$ cat src/hdl/rrtlv_map.svh
`ifndef RRTLV_MAP_SVH
`define RRTLV_MAP_SVH

// ----------------------------------------
// Tuple type codes
// ----------------------------------------
`define RRT_T_TIMING 8'h01
`define RRT_T_POWER 8'h02
`define RRT_T_FREQ 8'h03
`define RRT_T_EQ 8'h04
`define RRT_T_STATUS 8'h05
`define RRT_T_DS_OVR 8'h06
`define RRT_T_US_OVR 8'h07

// ----------------------------------------
// Fixed value lengths in octets
// ----------------------------------------
`define RRT_L_TIMING 8'h04
`define RRT_L_POWER 8'h01
`define RRT_L_FREQ 8'h02
`define RRT_L_STATUS 8'h01
`define RRT_L_DS_OVR 8'h04
`define RRT_L_US_OVR 8'h01
`define RRT_L_ZERO 8'h00
`define RRT_CNT_LAST 8'h01

// ----------------------------------------
// Ranging status values
// ----------------------------------------
`define RRT_ST_CONTINUE 8'h01
`define RRT_ST_ABORT 8'h02
`define RRT_ST_SUCCESS 8'h03

// ----------------------------------------
// Identifier field
// ----------------------------------------
`define RRT_SID_TOP_ZERO 2'h0

// ----------------------------------------
// Equalizer byte store: 64 taps, 2 entries, 2 octets, plus header
// ----------------------------------------
`define RRT_EQ_AW 9
`define RRT_EQ_PW 10
`define RRT_EQ_DEPTH 10'h200
`define RRT_EQ_PTR_ONE 10'h001

`endif

$ cat src/hdl/rrtlv_pkg.sv
package rrtlv_pkg;

	typedef enum logic [6:0] {
		RRT_S_IDLE = 7'h01,
		RRT_S_SIDL = 7'h02,
		RRT_S_UCID = 7'h04,
		RRT_S_TYPE = 7'h08,
		RRT_S_LEN = 7'h10,
		RRT_S_VAL = 7'h20,
		RRT_S_SKIP = 7'h40
	} rrtlv_state_t;

endpackage

$ cat src/hdl/rrtlv_coef_mem.sv
`timescale 1ns/1ps
`include "rrtlv_map.svh"

module rrtlv_coef_mem (
	// Clock and reset
	input wire logic clk,
	input wire logic arst_n,
	// Write port
	input wire logic we,
	input wire logic [`RRT_EQ_AW-1:0] waddr,
	input wire logic [7:0] wdata,
	// Read port
	input wire logic [`RRT_EQ_AW-1:0] raddr,
	output logic [7:0] rdata_q
);

	logic [7:0] mem [0:(1<<`RRT_EQ_AW)-1];

	always_ff @(posedge clk) begin
		if (we) begin
			mem[waddr] <= wdata;
		end
	end

	// Array has no reset; only the read register does
	always_ff @(posedge clk or negedge arst_n) begin
		if (!arst_n) begin
			rdata_q <= 8'h00;
		end else begin
			rdata_q <= mem[raddr];
		end
	end

endmodule

$ cat src/hdl/rrtlv_handler.sv
`timescale 1ns/1ps
`include "rrtlv_map.svh"

// Notes on behaviour
// - Responses are accepted at any time; reception keeps no request state.
// - After upstream channel, tuples carry one-octet type and length.
// - Upstream channel in the response is adopted for later transactions.
// - Type 1: four-byte signed timing offset, 6.25 us over 64 units.
// - Type 2: one-byte signed power offset in quarter decibels.
// - Type 3: two-byte signed frequency offset in hertz.
// - Type 5: status byte, 1 continue, 2 abort, 3 success.
// - Type 6: optional four-byte new downstream centre frequency.
// - Type 7: optional one-byte new upstream channel identifier.
// - Type 4: variable length pre-equalizer coefficient data.
// - Up to 64 taps, each a real and imaginary entry, are held.
// - Consecutive type 4 values join into one continuous byte stream.
// - Downstream override: reinitialise, scan given frequency first.
// - Upstream override: reinitialise, first attempt on given channel.
// - Both overrides: reinitialise using both given channel and frequency.
// - On channel change a held temporary identifier is dropped.
// - Identifier is 16 bits, low 14 used, top two zero.
module rrtlv_handler (
	// Clock and reset
	input wire logic clk,
	input wire logic arst_n,
	// Message byte stream, from the identifier onward
	input wire logic rx_valid,
	input wire logic [7:0] rx_data,
	input wire logic rx_sop,
	input wire logic rx_eop,
	output logic rx_ready,
	// Modem identifier status
	input wire logic temp_sid_held,
	// Message result
	output logic rsp_done,
	output logic rsp_error,
	output logic [13:0] sid_q,
	output logic sid_bad_q,
	output logic [7:0] ucid_q,
	// Adjustments
	output logic signed [31:0] timing_adj_q,
	output logic timing_upd,
	output logic signed [7:0] power_adj_q,
	output logic power_upd,
	output logic signed [15:0] freq_adj_q,
	output logic freq_upd,
	// Ranging status
	output logic [7:0] rstat_q,
	output logic rstat_upd,
	output logic rstat_continue,
	output logic rstat_abort,
	output logic rstat_success,
	// Equalizer data
	output logic eq_upd,
	output logic [`RRT_EQ_PW-1:0] eq_len_q,
	output logic eq_ovf_q,
	input wire logic [`RRT_EQ_AW-1:0] eq_rd_addr,
	output logic [7:0] eq_rd_data,
	// Channel override
	output logic reinit,
	output logic reinit_ds_valid_q,
	output logic [31:0] reinit_ds_freq_q,
	output logic reinit_us_valid_q,
	output logic [7:0] reinit_us_id_q,
	output logic drop_temp_sid
);

	// ----------------------------------------
	// Decoding helpers
	// ----------------------------------------
	// Fixed-length types with a wrong length are ignored whole
	function automatic logic len_ok(input logic [7:0] t, input logic [7:0] l);
		case (t)
			`RRT_T_TIMING: len_ok = (l == `RRT_L_TIMING);
			`RRT_T_POWER: len_ok = (l == `RRT_L_POWER);
			`RRT_T_FREQ: len_ok = (l == `RRT_L_FREQ);
			`RRT_T_STATUS: len_ok = (l == `RRT_L_STATUS);
			`RRT_T_DS_OVR: len_ok = (l == `RRT_L_DS_OVR);
			`RRT_T_US_OVR: len_ok = (l == `RRT_L_US_OVR);
			default: len_ok = 1'b0;
		endcase
	endfunction

	function automatic logic is_type(input logic [7:0] t,
		input logic [7:0] code);
		is_type = (t == code);
	endfunction

	// ----------------------------------------
	// Parser state
	// ----------------------------------------
	rrtlv_pkg::rrtlv_state_t st_q, st_d, st_pre;
	logic fire;
	logic [7:0] type_q;
	logic [7:0] len_q;
	logic [7:0] cnt_q;
	logic [31:0] shift_q;
	logic [31:0] val;
	logic [7:0] sid_hi_q;
	logic [15:0] stg_sid_q;
	logic [7:0] stg_ucid_q;
	logic tuple_end;
	logic boundary;
	logic done;
	logic bad_end;

	// Stateless reception means the stream is never stalled
	assign rx_ready = 1'b1;
	assign fire = rx_valid;

	always_comb begin
		st_pre = st_q;
		if (fire) begin
			if (rx_sop) begin
				st_pre = rrtlv_pkg::RRT_S_SIDL;
			end else begin
				case (st_q)
					rrtlv_pkg::RRT_S_IDLE: st_pre = rrtlv_pkg::RRT_S_IDLE;
					rrtlv_pkg::RRT_S_SIDL: st_pre = rrtlv_pkg::RRT_S_UCID;
					rrtlv_pkg::RRT_S_UCID: st_pre = rrtlv_pkg::RRT_S_TYPE;
					rrtlv_pkg::RRT_S_TYPE: st_pre = rrtlv_pkg::RRT_S_LEN;
					rrtlv_pkg::RRT_S_LEN: begin
						// one-octet length decides the value span
						if (rx_data == `RRT_L_ZERO) begin
							st_pre = rrtlv_pkg::RRT_S_TYPE;
						end else if (rrtlv_pkg::rrtlv_state_t'(st_q) ==
							rrtlv_pkg::RRT_S_LEN && type_q > `RRT_T_US_OVR) begin
							st_pre = rrtlv_pkg::RRT_S_SKIP;
						end else begin
							st_pre = rrtlv_pkg::RRT_S_VAL;
						end
					end
					rrtlv_pkg::RRT_S_VAL, rrtlv_pkg::RRT_S_SKIP: begin
						if (cnt_q == `RRT_CNT_LAST) begin
							st_pre = rrtlv_pkg::RRT_S_TYPE;
						end
					end
					default: st_pre = rrtlv_pkg::RRT_S_IDLE;
				endcase
			end
		end
		st_d = (fire && rx_eop) ? rrtlv_pkg::RRT_S_IDLE : st_pre;
	end

	assign boundary = (st_pre == rrtlv_pkg::RRT_S_TYPE);
	assign done = fire && rx_eop && boundary;
	assign bad_end = fire && rx_eop && !boundary &&
		(rx_sop || st_q != rrtlv_pkg::RRT_S_IDLE);
	assign tuple_end = fire && !rx_sop &&
		((st_q == rrtlv_pkg::RRT_S_VAL && cnt_q == `RRT_CNT_LAST) ||
		(st_q == rrtlv_pkg::RRT_S_LEN && rx_data == `RRT_L_ZERO &&
		type_q == `RRT_T_EQ));
	assign val = {shift_q[23:0], rx_data};

	always_ff @(posedge clk or negedge arst_n) begin
		if (!arst_n) begin
			st_q <= rrtlv_pkg::RRT_S_IDLE;
		end else begin
			st_q <= st_d;
		end
	end

	// Header fields and tuple bookkeeping
	always_ff @(posedge clk or negedge arst_n) begin
		if (!arst_n) begin
			sid_hi_q <= 8'h00;
			stg_sid_q <= 16'h0000;
			stg_ucid_q <= 8'h00;
			type_q <= 8'h00;
			len_q <= 8'h00;
			cnt_q <= 8'h00;
			shift_q <= 32'h0000_0000;
		end else if (fire) begin
			if (rx_sop) begin
				sid_hi_q <= rx_data;
			end else begin
				case (st_q)
					rrtlv_pkg::RRT_S_SIDL: stg_sid_q <= {sid_hi_q, rx_data};
					rrtlv_pkg::RRT_S_UCID: stg_ucid_q <= rx_data;
					rrtlv_pkg::RRT_S_TYPE: type_q <= rx_data;
					rrtlv_pkg::RRT_S_LEN: begin
						len_q <= rx_data;
						cnt_q <= rx_data;
						shift_q <= 32'h0000_0000;
					end
					rrtlv_pkg::RRT_S_VAL, rrtlv_pkg::RRT_S_SKIP: begin
						cnt_q <= cnt_q - `RRT_CNT_LAST;
						shift_q <= val;
					end
					default: cnt_q <= cnt_q;
				endcase
			end
		end
	end

	// ----------------------------------------
	// Staging of tuple values until message end
	// ----------------------------------------
	logic [31:0] stg_tim_q;
	logic [7:0] stg_pow_q;
	logic [15:0] stg_frq_q;
	logic [7:0] stg_rst_q;
	logic [31:0] stg_dsf_q;
	logic [7:0] stg_uso_q;
	logic [7:1] seen_q;
	logic [7:1] seen_nx;
	logic [31:0] stg_tim_d;
	logic [7:0] stg_pow_d;
	logic [15:0] stg_frq_d;
	logic [7:0] stg_rst_d;
	logic [31:0] stg_dsf_d;
	logic [7:0] stg_uso_d;
	logic take;

	assign take = tuple_end && len_ok(type_q, len_q);

	// Next values, so a tuple ending on the eop byte still commits
	always_comb begin
		stg_tim_d = stg_tim_q;
		stg_pow_d = stg_pow_q;
		stg_frq_d = stg_frq_q;
		stg_rst_d = stg_rst_q;
		stg_dsf_d = stg_dsf_q;
		stg_uso_d = stg_uso_q;
		if (take) begin
			if (is_type(type_q, `RRT_T_TIMING)) stg_tim_d = val;
			if (is_type(type_q, `RRT_T_POWER)) stg_pow_d = val[7:0];
			if (is_type(type_q, `RRT_T_FREQ)) stg_frq_d = val[15:0];
			if (is_type(type_q, `RRT_T_STATUS)) stg_rst_d = val[7:0];
			if (is_type(type_q, `RRT_T_DS_OVR)) stg_dsf_d = val;
			if (is_type(type_q, `RRT_T_US_OVR)) stg_uso_d = val[7:0];
		end
	end

	always_ff @(posedge clk or negedge arst_n) begin
		if (!arst_n) begin
			stg_tim_q <= 32'h0000_0000;
			stg_pow_q <= 8'h00;
			stg_frq_q <= 16'h0000;
			stg_rst_q <= 8'h00;
			stg_dsf_q <= 32'h0000_0000;
			stg_uso_q <= 8'h00;
		end else begin
			stg_tim_q <= stg_tim_d;
			stg_pow_q <= stg_pow_d;
			stg_frq_q <= stg_frq_d;
			stg_rst_q <= stg_rst_d;
			stg_dsf_q <= stg_dsf_d;
			stg_uso_q <= stg_uso_d;
		end
	end

	// Presence flags, one per defined type
	genvar gi;
	generate
		for (gi = 1; gi <= 7; gi++) begin : g_seen
			assign seen_nx[gi] = !(fire && rx_sop) && (seen_q[gi] ||
				(tuple_end && type_q == 8'(gi) &&
				(type_q == `RRT_T_EQ || len_ok(type_q, len_q))));
			always_ff @(posedge clk or negedge arst_n) begin
				if (!arst_n) begin
					seen_q[gi] <= 1'b0;
				end else begin
					seen_q[gi] <= seen_nx[gi];
				end
			end
		end
	endgenerate

	// ----------------------------------------
	// Equalizer byte stream
	// ----------------------------------------
	logic [`RRT_EQ_PW-1:0] eq_ptr_q;
	logic eq_we;
	logic eq_full;
	logic eq_ovf_stg_q;
	logic eq_drop;

	assign eq_full = (eq_ptr_q == `RRT_EQ_DEPTH);
	assign eq_drop = fire && !rx_sop && st_q == rrtlv_pkg::RRT_S_VAL &&
		type_q == `RRT_T_EQ && eq_full;
	// type 4 value bytes go to the store
	// pointer carries over between type 4 tuples
	assign eq_we = fire && !rx_sop && st_q == rrtlv_pkg::RRT_S_VAL &&
		type_q == `RRT_T_EQ && !eq_full;

	always_ff @(posedge clk or negedge arst_n) begin
		if (!arst_n) begin
			eq_ptr_q <= '0;
			eq_ovf_stg_q <= 1'b0;
		end else if (fire && rx_sop) begin
			eq_ptr_q <= '0;
			eq_ovf_stg_q <= 1'b0;
		end else if (eq_we) begin
			eq_ptr_q <= eq_ptr_q + `RRT_EQ_PTR_ONE;
		end else if (eq_drop) begin
			// Bytes past the store are dropped but reported
			eq_ovf_stg_q <= 1'b1;
		end
	end

	// store sized for 64 complex taps
	rrtlv_coef_mem u_mem (
		.clk(clk),
		.arst_n(arst_n),
		.we(eq_we),
		.waddr(eq_ptr_q[`RRT_EQ_AW-1:0]),
		.wdata(rx_data),
		.raddr(eq_rd_addr),
		.rdata_q(eq_rd_data)
	);

	// ----------------------------------------
	// Commit at a clean message end
	// ----------------------------------------
	logic ovr;

	assign ovr = seen_nx[7] || seen_nx[6];

	always_ff @(posedge clk or negedge arst_n) begin
		if (!arst_n) begin
			rsp_done <= 1'b0;
			rsp_error <= 1'b0;
			sid_q <= 14'h0000;
			sid_bad_q <= 1'b0;
			ucid_q <= 8'h00;
		end else begin
			rsp_done <= done;
			rsp_error <= bad_end;
			if (done) begin
				sid_q <= stg_sid_q[13:0];
				// top two identifier bits must be zero
				sid_bad_q <= (stg_sid_q[15:14] != `RRT_SID_TOP_ZERO);
				// adopt the responding upstream channel
				// Channel byte itself may carry the eop
				ucid_q <= (st_q == rrtlv_pkg::RRT_S_UCID) ? rx_data :
					stg_ucid_q;
			end
		end
	end

	// Adjustment outputs
	always_ff @(posedge clk or negedge arst_n) begin
		if (!arst_n) begin
			timing_adj_q <= 32'sh0000_0000;
			power_adj_q <= 8'sh00;
			freq_adj_q <= 16'sh0000;
			rstat_q <= 8'h00;
			timing_upd <= 1'b0;
			power_upd <= 1'b0;
			freq_upd <= 1'b0;
			rstat_upd <= 1'b0;
			rstat_continue <= 1'b0;
			rstat_abort <= 1'b0;
			rstat_success <= 1'b0;
		end else begin
			timing_upd <= done && seen_nx[1];
			power_upd <= done && seen_nx[2];
			freq_upd <= done && seen_nx[3];
			rstat_upd <= done && seen_nx[5];
			rstat_continue <= done && seen_nx[5] &&
				stg_rst_d == `RRT_ST_CONTINUE;
			rstat_abort <= done && seen_nx[5] &&
				stg_rst_d == `RRT_ST_ABORT;
			rstat_success <= done && seen_nx[5] &&
				stg_rst_d == `RRT_ST_SUCCESS;
			if (done && seen_nx[1]) timing_adj_q <= signed'(stg_tim_d);
			if (done && seen_nx[2]) power_adj_q <= signed'(stg_pow_d);
			if (done && seen_nx[3]) freq_adj_q <= signed'(stg_frq_d);
			if (done && seen_nx[5]) rstat_q <= stg_rst_d;
		end
	end

	// Equalizer result
	always_ff @(posedge clk or negedge arst_n) begin
		if (!arst_n) begin
			eq_upd <= 1'b0;
			eq_len_q <= '0;
			eq_ovf_q <= 1'b0;
		end else begin
			eq_upd <= done && seen_nx[4];
			if (done && seen_nx[4]) begin
				// Count the byte written on the eop edge too
				eq_len_q <= eq_we ? eq_ptr_q + `RRT_EQ_PTR_ONE : eq_ptr_q;
				eq_ovf_q <= eq_ovf_stg_q || eq_drop;
			end
		end
	end

	// Channel override and reinitialisation
	always_ff @(posedge clk or negedge arst_n) begin
		if (!arst_n) begin
			reinit <= 1'b0;
			reinit_ds_valid_q <= 1'b0;
			reinit_ds_freq_q <= 32'h0000_0000;
			reinit_us_valid_q <= 1'b0;
			reinit_us_id_q <= 8'h00;
			drop_temp_sid <= 1'b0;
		end else begin
			reinit <= done && ovr;
			// a held temporary identifier is given up
			drop_temp_sid <= done && ovr && temp_sid_held;
			if (done && ovr) begin
				reinit_ds_valid_q <= seen_nx[6];
				reinit_ds_freq_q <= stg_dsf_d;
				reinit_us_valid_q <= seen_nx[7];
				reinit_us_id_q <= stg_uso_d;
			end
		end
	end

endmodule

$ cat config.mk
export PLATFORM = sky130hd
export DESIGN_NAME = rrtlv_handler
export DESIGN_NICKNAME = d
export VERILOG_FILES = /design/src/hdl/rrtlv_pkg.sv /design/src/hdl/rrtlv_coef_mem.sv /design/src/hdl/rrtlv_handler.sv
export VERILOG_INCLUDE_DIRS = /design/src /design/src/hdl
export SDC_FILE = /design/constraint.sdc
export NUM_CORES = 2
export LEC_CHECK = 0
export BUFFER_PORTS_ARGS = -buffer_cell sky130_fd_sc_hd__buf_2
export CAP_MARGIN = 25
export CORE_UTILIZATION = 40
export CTS_BUF_LIST = sky130_fd_sc_hd__clkbuf_4 sky130_fd_sc_hd__clkbuf_8 sky130_fd_sc_hd__clkbuf_16
export CTS_CLUSTER_DIAMETER = 200
export DETAILED_ROUTE_END_ITERATION = 10
export HOLD_SLACK_MARGIN = 0.15
export PLACE_DENSITY = 0.62
export SKIP_CTS_REPAIR_TIMING = 1
export SLEW_MARGIN = 20
export SYNTH_ARGS = -nofsm -noshare
export SYNTH_HDL_FRONTEND = slang
export SYNTH_SLANG_ARGS = --single-unit
$ cat constraint.sdc
create_clock -name clk -period 6.9 [get_ports clk]
set_clock_uncertainty 0.15 [all_clocks]
set_input_delay 0.69 -clock clk [delete_from_list [all_inputs] [get_ports clk]]
set_output_delay 0.69 -clock clk [all_outputs]
set_load 0.05 [all_outputs]
==> flow_summary.json <==
{
  "route.antenna.remaining_nets": 0,
  "synthesis.area_mm2": 0.174,
  "drive_gt1_share_pct": 21.3,
  "clk_latency_ps": 980,
  "initial_core_util_pct": 40.2,
  "maxSlewHeadroom_pct": 23.4,
  "fmax_ghz": 0.195,
  "routabilityCongestion": 0.895,
  "final.setup.tns_ps": 0,
  "peakVddDrop_uv": 246,
  "critical_path.max_fanout": 21,
  "critPathRequiredTime_ps": 7380,
  "reg2reg_depth": 6,
  "area_growth_syn_to_layout_pct": 13.4,
  "setup_repair_after_global_routing_missed_its_margin": "false",
  "buffer_ports.inserted": 182,
  "die_x_um": 662,
  "design.final.nets": 9589,
  "critPathArrivalTime_ps": 5600,
  "clock_path_buffers": 4,
  "drt_iter0_markers": 11648,
  "maximum_number_of_pins_on_one_net_before_global_route_repair": 173,
  "num_io_pins": 184,
  "asyncSetResetFlopFracSynth_pct": 8.26,
  "htree_num_levels": 5,
  "slew_viol_final": 0,
  "dr_total_vias": 93672,
  "multi_input_comb_area_mm2": 0.0398,
  "area.sequential_mm2": 0.132,
  "grt_first_pass_wirelength_um": 694000,
  "timing.critical_path.cells": "or4_1, nor4_1, and3_1, nand3_4, buf_4, nor2_1",
  "synth_enable_flop_cells": 4096,
  "clock_sinks": 4465,
  "seq_area_frac_synth_pct": 75.8,
  "clockRootBuffer": "sky130_fd_sc_hd__clkbuf_16",
  "timing_hold_violations_final": 0,
  "layout_common_cells": "4096 x sky130_fd_sc_hd__edfxtp_1, 823 x sky130_fd_sc_hd__mux2i_1, 659 x sky130_fd_sc_hd__nor2_1",
  "worst_slack_ps": 1770,
  "routed_wire_length_per_instance_um": 31.3,
  "shortest_period_the_worst_path_allows_ps": 5130,
  "cp_slowest_cell": "sky130_fd_sc_hd__nand3_4",
  "wl_um": 491000,
  "synth_cell_type_count": 97,
  "timing.critical_path.to_type": "flop",
  "synth_nets": 9284,
  "remaining_drc_errors": 0,
  "cts.reportedPaths.clkPinSlew_ps": 70,
  "leak_pwr_nw": 65.8,
  "number_of_max_capacitance_violations_reported": 0,
  "finalSetupViolCount": 0,
  "postSynthCellCount": 9255,
  "tritoncts": "built",
  "max_stage_delay_ps": 980,
  "core_rows": 242,
  "outcome": "completed",
  "place_area_mm2": 0.183,
  "dp_hpwl_um": 301000,
  "routed_via_density": 5.97,
  "die_h_um": 662,
  "overflow": 0,
  "crit_type": "reg2reg",
  "p_total_mw": 56.5,
  "filler_cell_count": 36411,
  "ys_ff_latch": 4465,
  "layout_worst_path_cycle_share_pct": 74.3,
  "antenna_found_initial": 25,
  "core-area_mm2": 0.434,
  "power_per_cell_area_mw_per_mm2": 285,
  "synthFlopType": "sky130_fd_sc_hd__edfxtp_1",
  "syn_avg_cell_area_um2": 18.8,
  "number_of_global_route_vias_before_repair": 92773,
  "final_common_cell": "sky130_fd_sc_hd__edfxtp_1",
  "cts_buffer_count": 435,
  "place_ws_ps": 1760,
  "die_area_mm2": 0.439,
  "max_slew.worst_pin.slew_ps": 1150,
  "detailedRoute.firstPassIterationCount": 6,
  "grt_util_all_layers_pct": 21.9,
  "postLayoutCellArea_mm2": 0.198,
  "min-delay-path-class": "in2async",
  "critPathLaunchType": "flop",
  "ys.warnings.count": 0
}
==> path summary, 6_finish.rpt <==
path | endpoint | slack [ps] | start
min in group clk | drop_temp_sid$_DFF_PN0_ | 310 | temp_sid_held
max reg2reg | u_mem.mem[57][7]$_DFFE_PP_ | 1770 | type_q[7]$_DFFE_PN0P_
max in group asynchronous | stg_tim_q[9]$_DFF_PN0_ | 5400 | arst_n
max | u_mem.mem[57][7]$_DFFE_PP_ | 1770 | type_q[7]$_DFFE_PN0P_
min reg2reg | sid_q[0]$_DFFE_PN0P_ | 310 | stg_sid_q[0]$_DFFE_PN0P_
min | u_mem.rdata_q[0]$_DFF_PN0_ | 190 | arst_n
==> cells in the mapped netlist, types with 18 or more instances <==
library cell,n,share of area (%)
sky130_fd_sc_hd__mux4_2,635,8.2
sky130_fd_sc_hd__buf_1,75,0.16
sky130_fd_sc_hd__inv_1,26,0.056
sky130_fd_sc_hd__o22ai_1,209,0.75
sky130_fd_sc_hd__nand4_1,27,0.097
sky130_fd_sc_hd__o221ai_1,295,1.5
sky130_fd_sc_hd__mux2_4,30,0.26
sky130_fd_sc_hd__edfxtp_1,4096,71
sky130_fd_sc_hd__mux2_1,18,0.12
sky130_fd_sc_hd__o21ai_0,144,0.41
sky130_fd_sc_hd__and3_1,22,0.079
sky130_fd_sc_hd__mux2_2,207,1.3
sky130_fd_sc_hd__a22o_1,30,0.15
sky130_fd_sc_hd__nand2_1,255,0.55
sky130_fd_sc_hd__a211oi_1,49,0.21
sky130_fd_sc_hd__dfrtp_1,368,5.3
sky130_fd_sc_hd__a22oi_1,36,0.15
sky130_fd_sc_hd__nor4_1,28,0.10
sky130_fd_sc_hd__nand3_1,58,0.17
sky130_fd_sc_hd__mux2i_1,823,4.7
sky130_fd_sc_hd__clkbuf_1,345,0.74
sky130_fd_sc_hd__a31oi_1,46,0.17
sky130_fd_sc_hd__a21oi_1,183,0.53
sky130_fd_sc_hd__and2_1,42,0.15
sky130_fd_sc_hd__nor2_1,669,1.4
sky130_fd_sc_hd__a2111oi_0,27,0.14
sky130_fd_sc_hd__nor3_1,94,0.27
sky130_fd_sc_hd__buf_2,168,0.48
==> kinds of logic (layout without fill, tap and decap cells) <==
logic type | count (synthesis) | count (layout) | share of synthesized area, %
buffers and inverters | 629 | 1294 | 1.52
other | 1 | 42 | 0.00215
AOI/OAI and AO/OA | 1147 | 1147 | 4.67
DFF | 4465 | 4465 | 75.8
and+or+nand+nor | 1282 | 1282 | 3.25
muxes | 1713 | 1713 | 14.6
xor gates and xnor gates | 12 | 12 | 0.0603
adders and majority gates | 6 | 6 | 0.0430
==> worst max-delay path: cells and delay by family, from the launching register on <==
family	cells	cell delay, ps
and+or+nand+nor	5	3620
DFF	1	390
buffers and inverters	1	570
==> report_power, final <==
part	switching (mW)	internal, mW
Sequential	0.0619	29.6
Clock	10.3	13.9
Combinational	1.88	0.827
Total	12.2	44.3
==> cell type report <==
cell class                      instances  share of cell area (%)
Tap cell                             5734                    3.63
Sequential cell                      4465                    66.9
Antenna cell                           41                  0.0519
Timing Repair Buffer                  468                    1.95
Clock inverter                        271                    1.43
Clock buffer                          526                    5.88
Inverter                               29                  0.0626
Multi-Input combinational cell       4161                    20.1
==> sequential cells by signal (all words and copies together), names as in the netlist, 10 cells and up <==
name and flops:
eq_ptr_q 10, eq_len_q 10, timing_adj_q 32, stg_dsf_q 32
u_mem.mem 4096, shift_q 24, stg_frq_q 16, stg_sid_q 16
stg_tim_q 32, sid_q 14, freq_adj_q 16, reinit_ds_freq_q 32
==> through the flow <==
step,hold WS (ps),cells,utilization (%)
2_1_floorplan,244,9255,-
3_3_place_gp,300,14824,42.1
3_5_place_dp,306,14835,42.1
4_1_cts,-307,15632,45.5
5_1_grt,168,15689,45.5
6_report,192,15695,45.5
==> metal layers <==
metal,wire length (µm),track usage (%),up-vias
li1,-,-,38310
met1,196000,30.3,49177
met2,225000,33.9,5297
met3,48900,4.95,876
met4,20900,8.28,12
met5,86,0,-
Power figures use the tool's default switching activity.
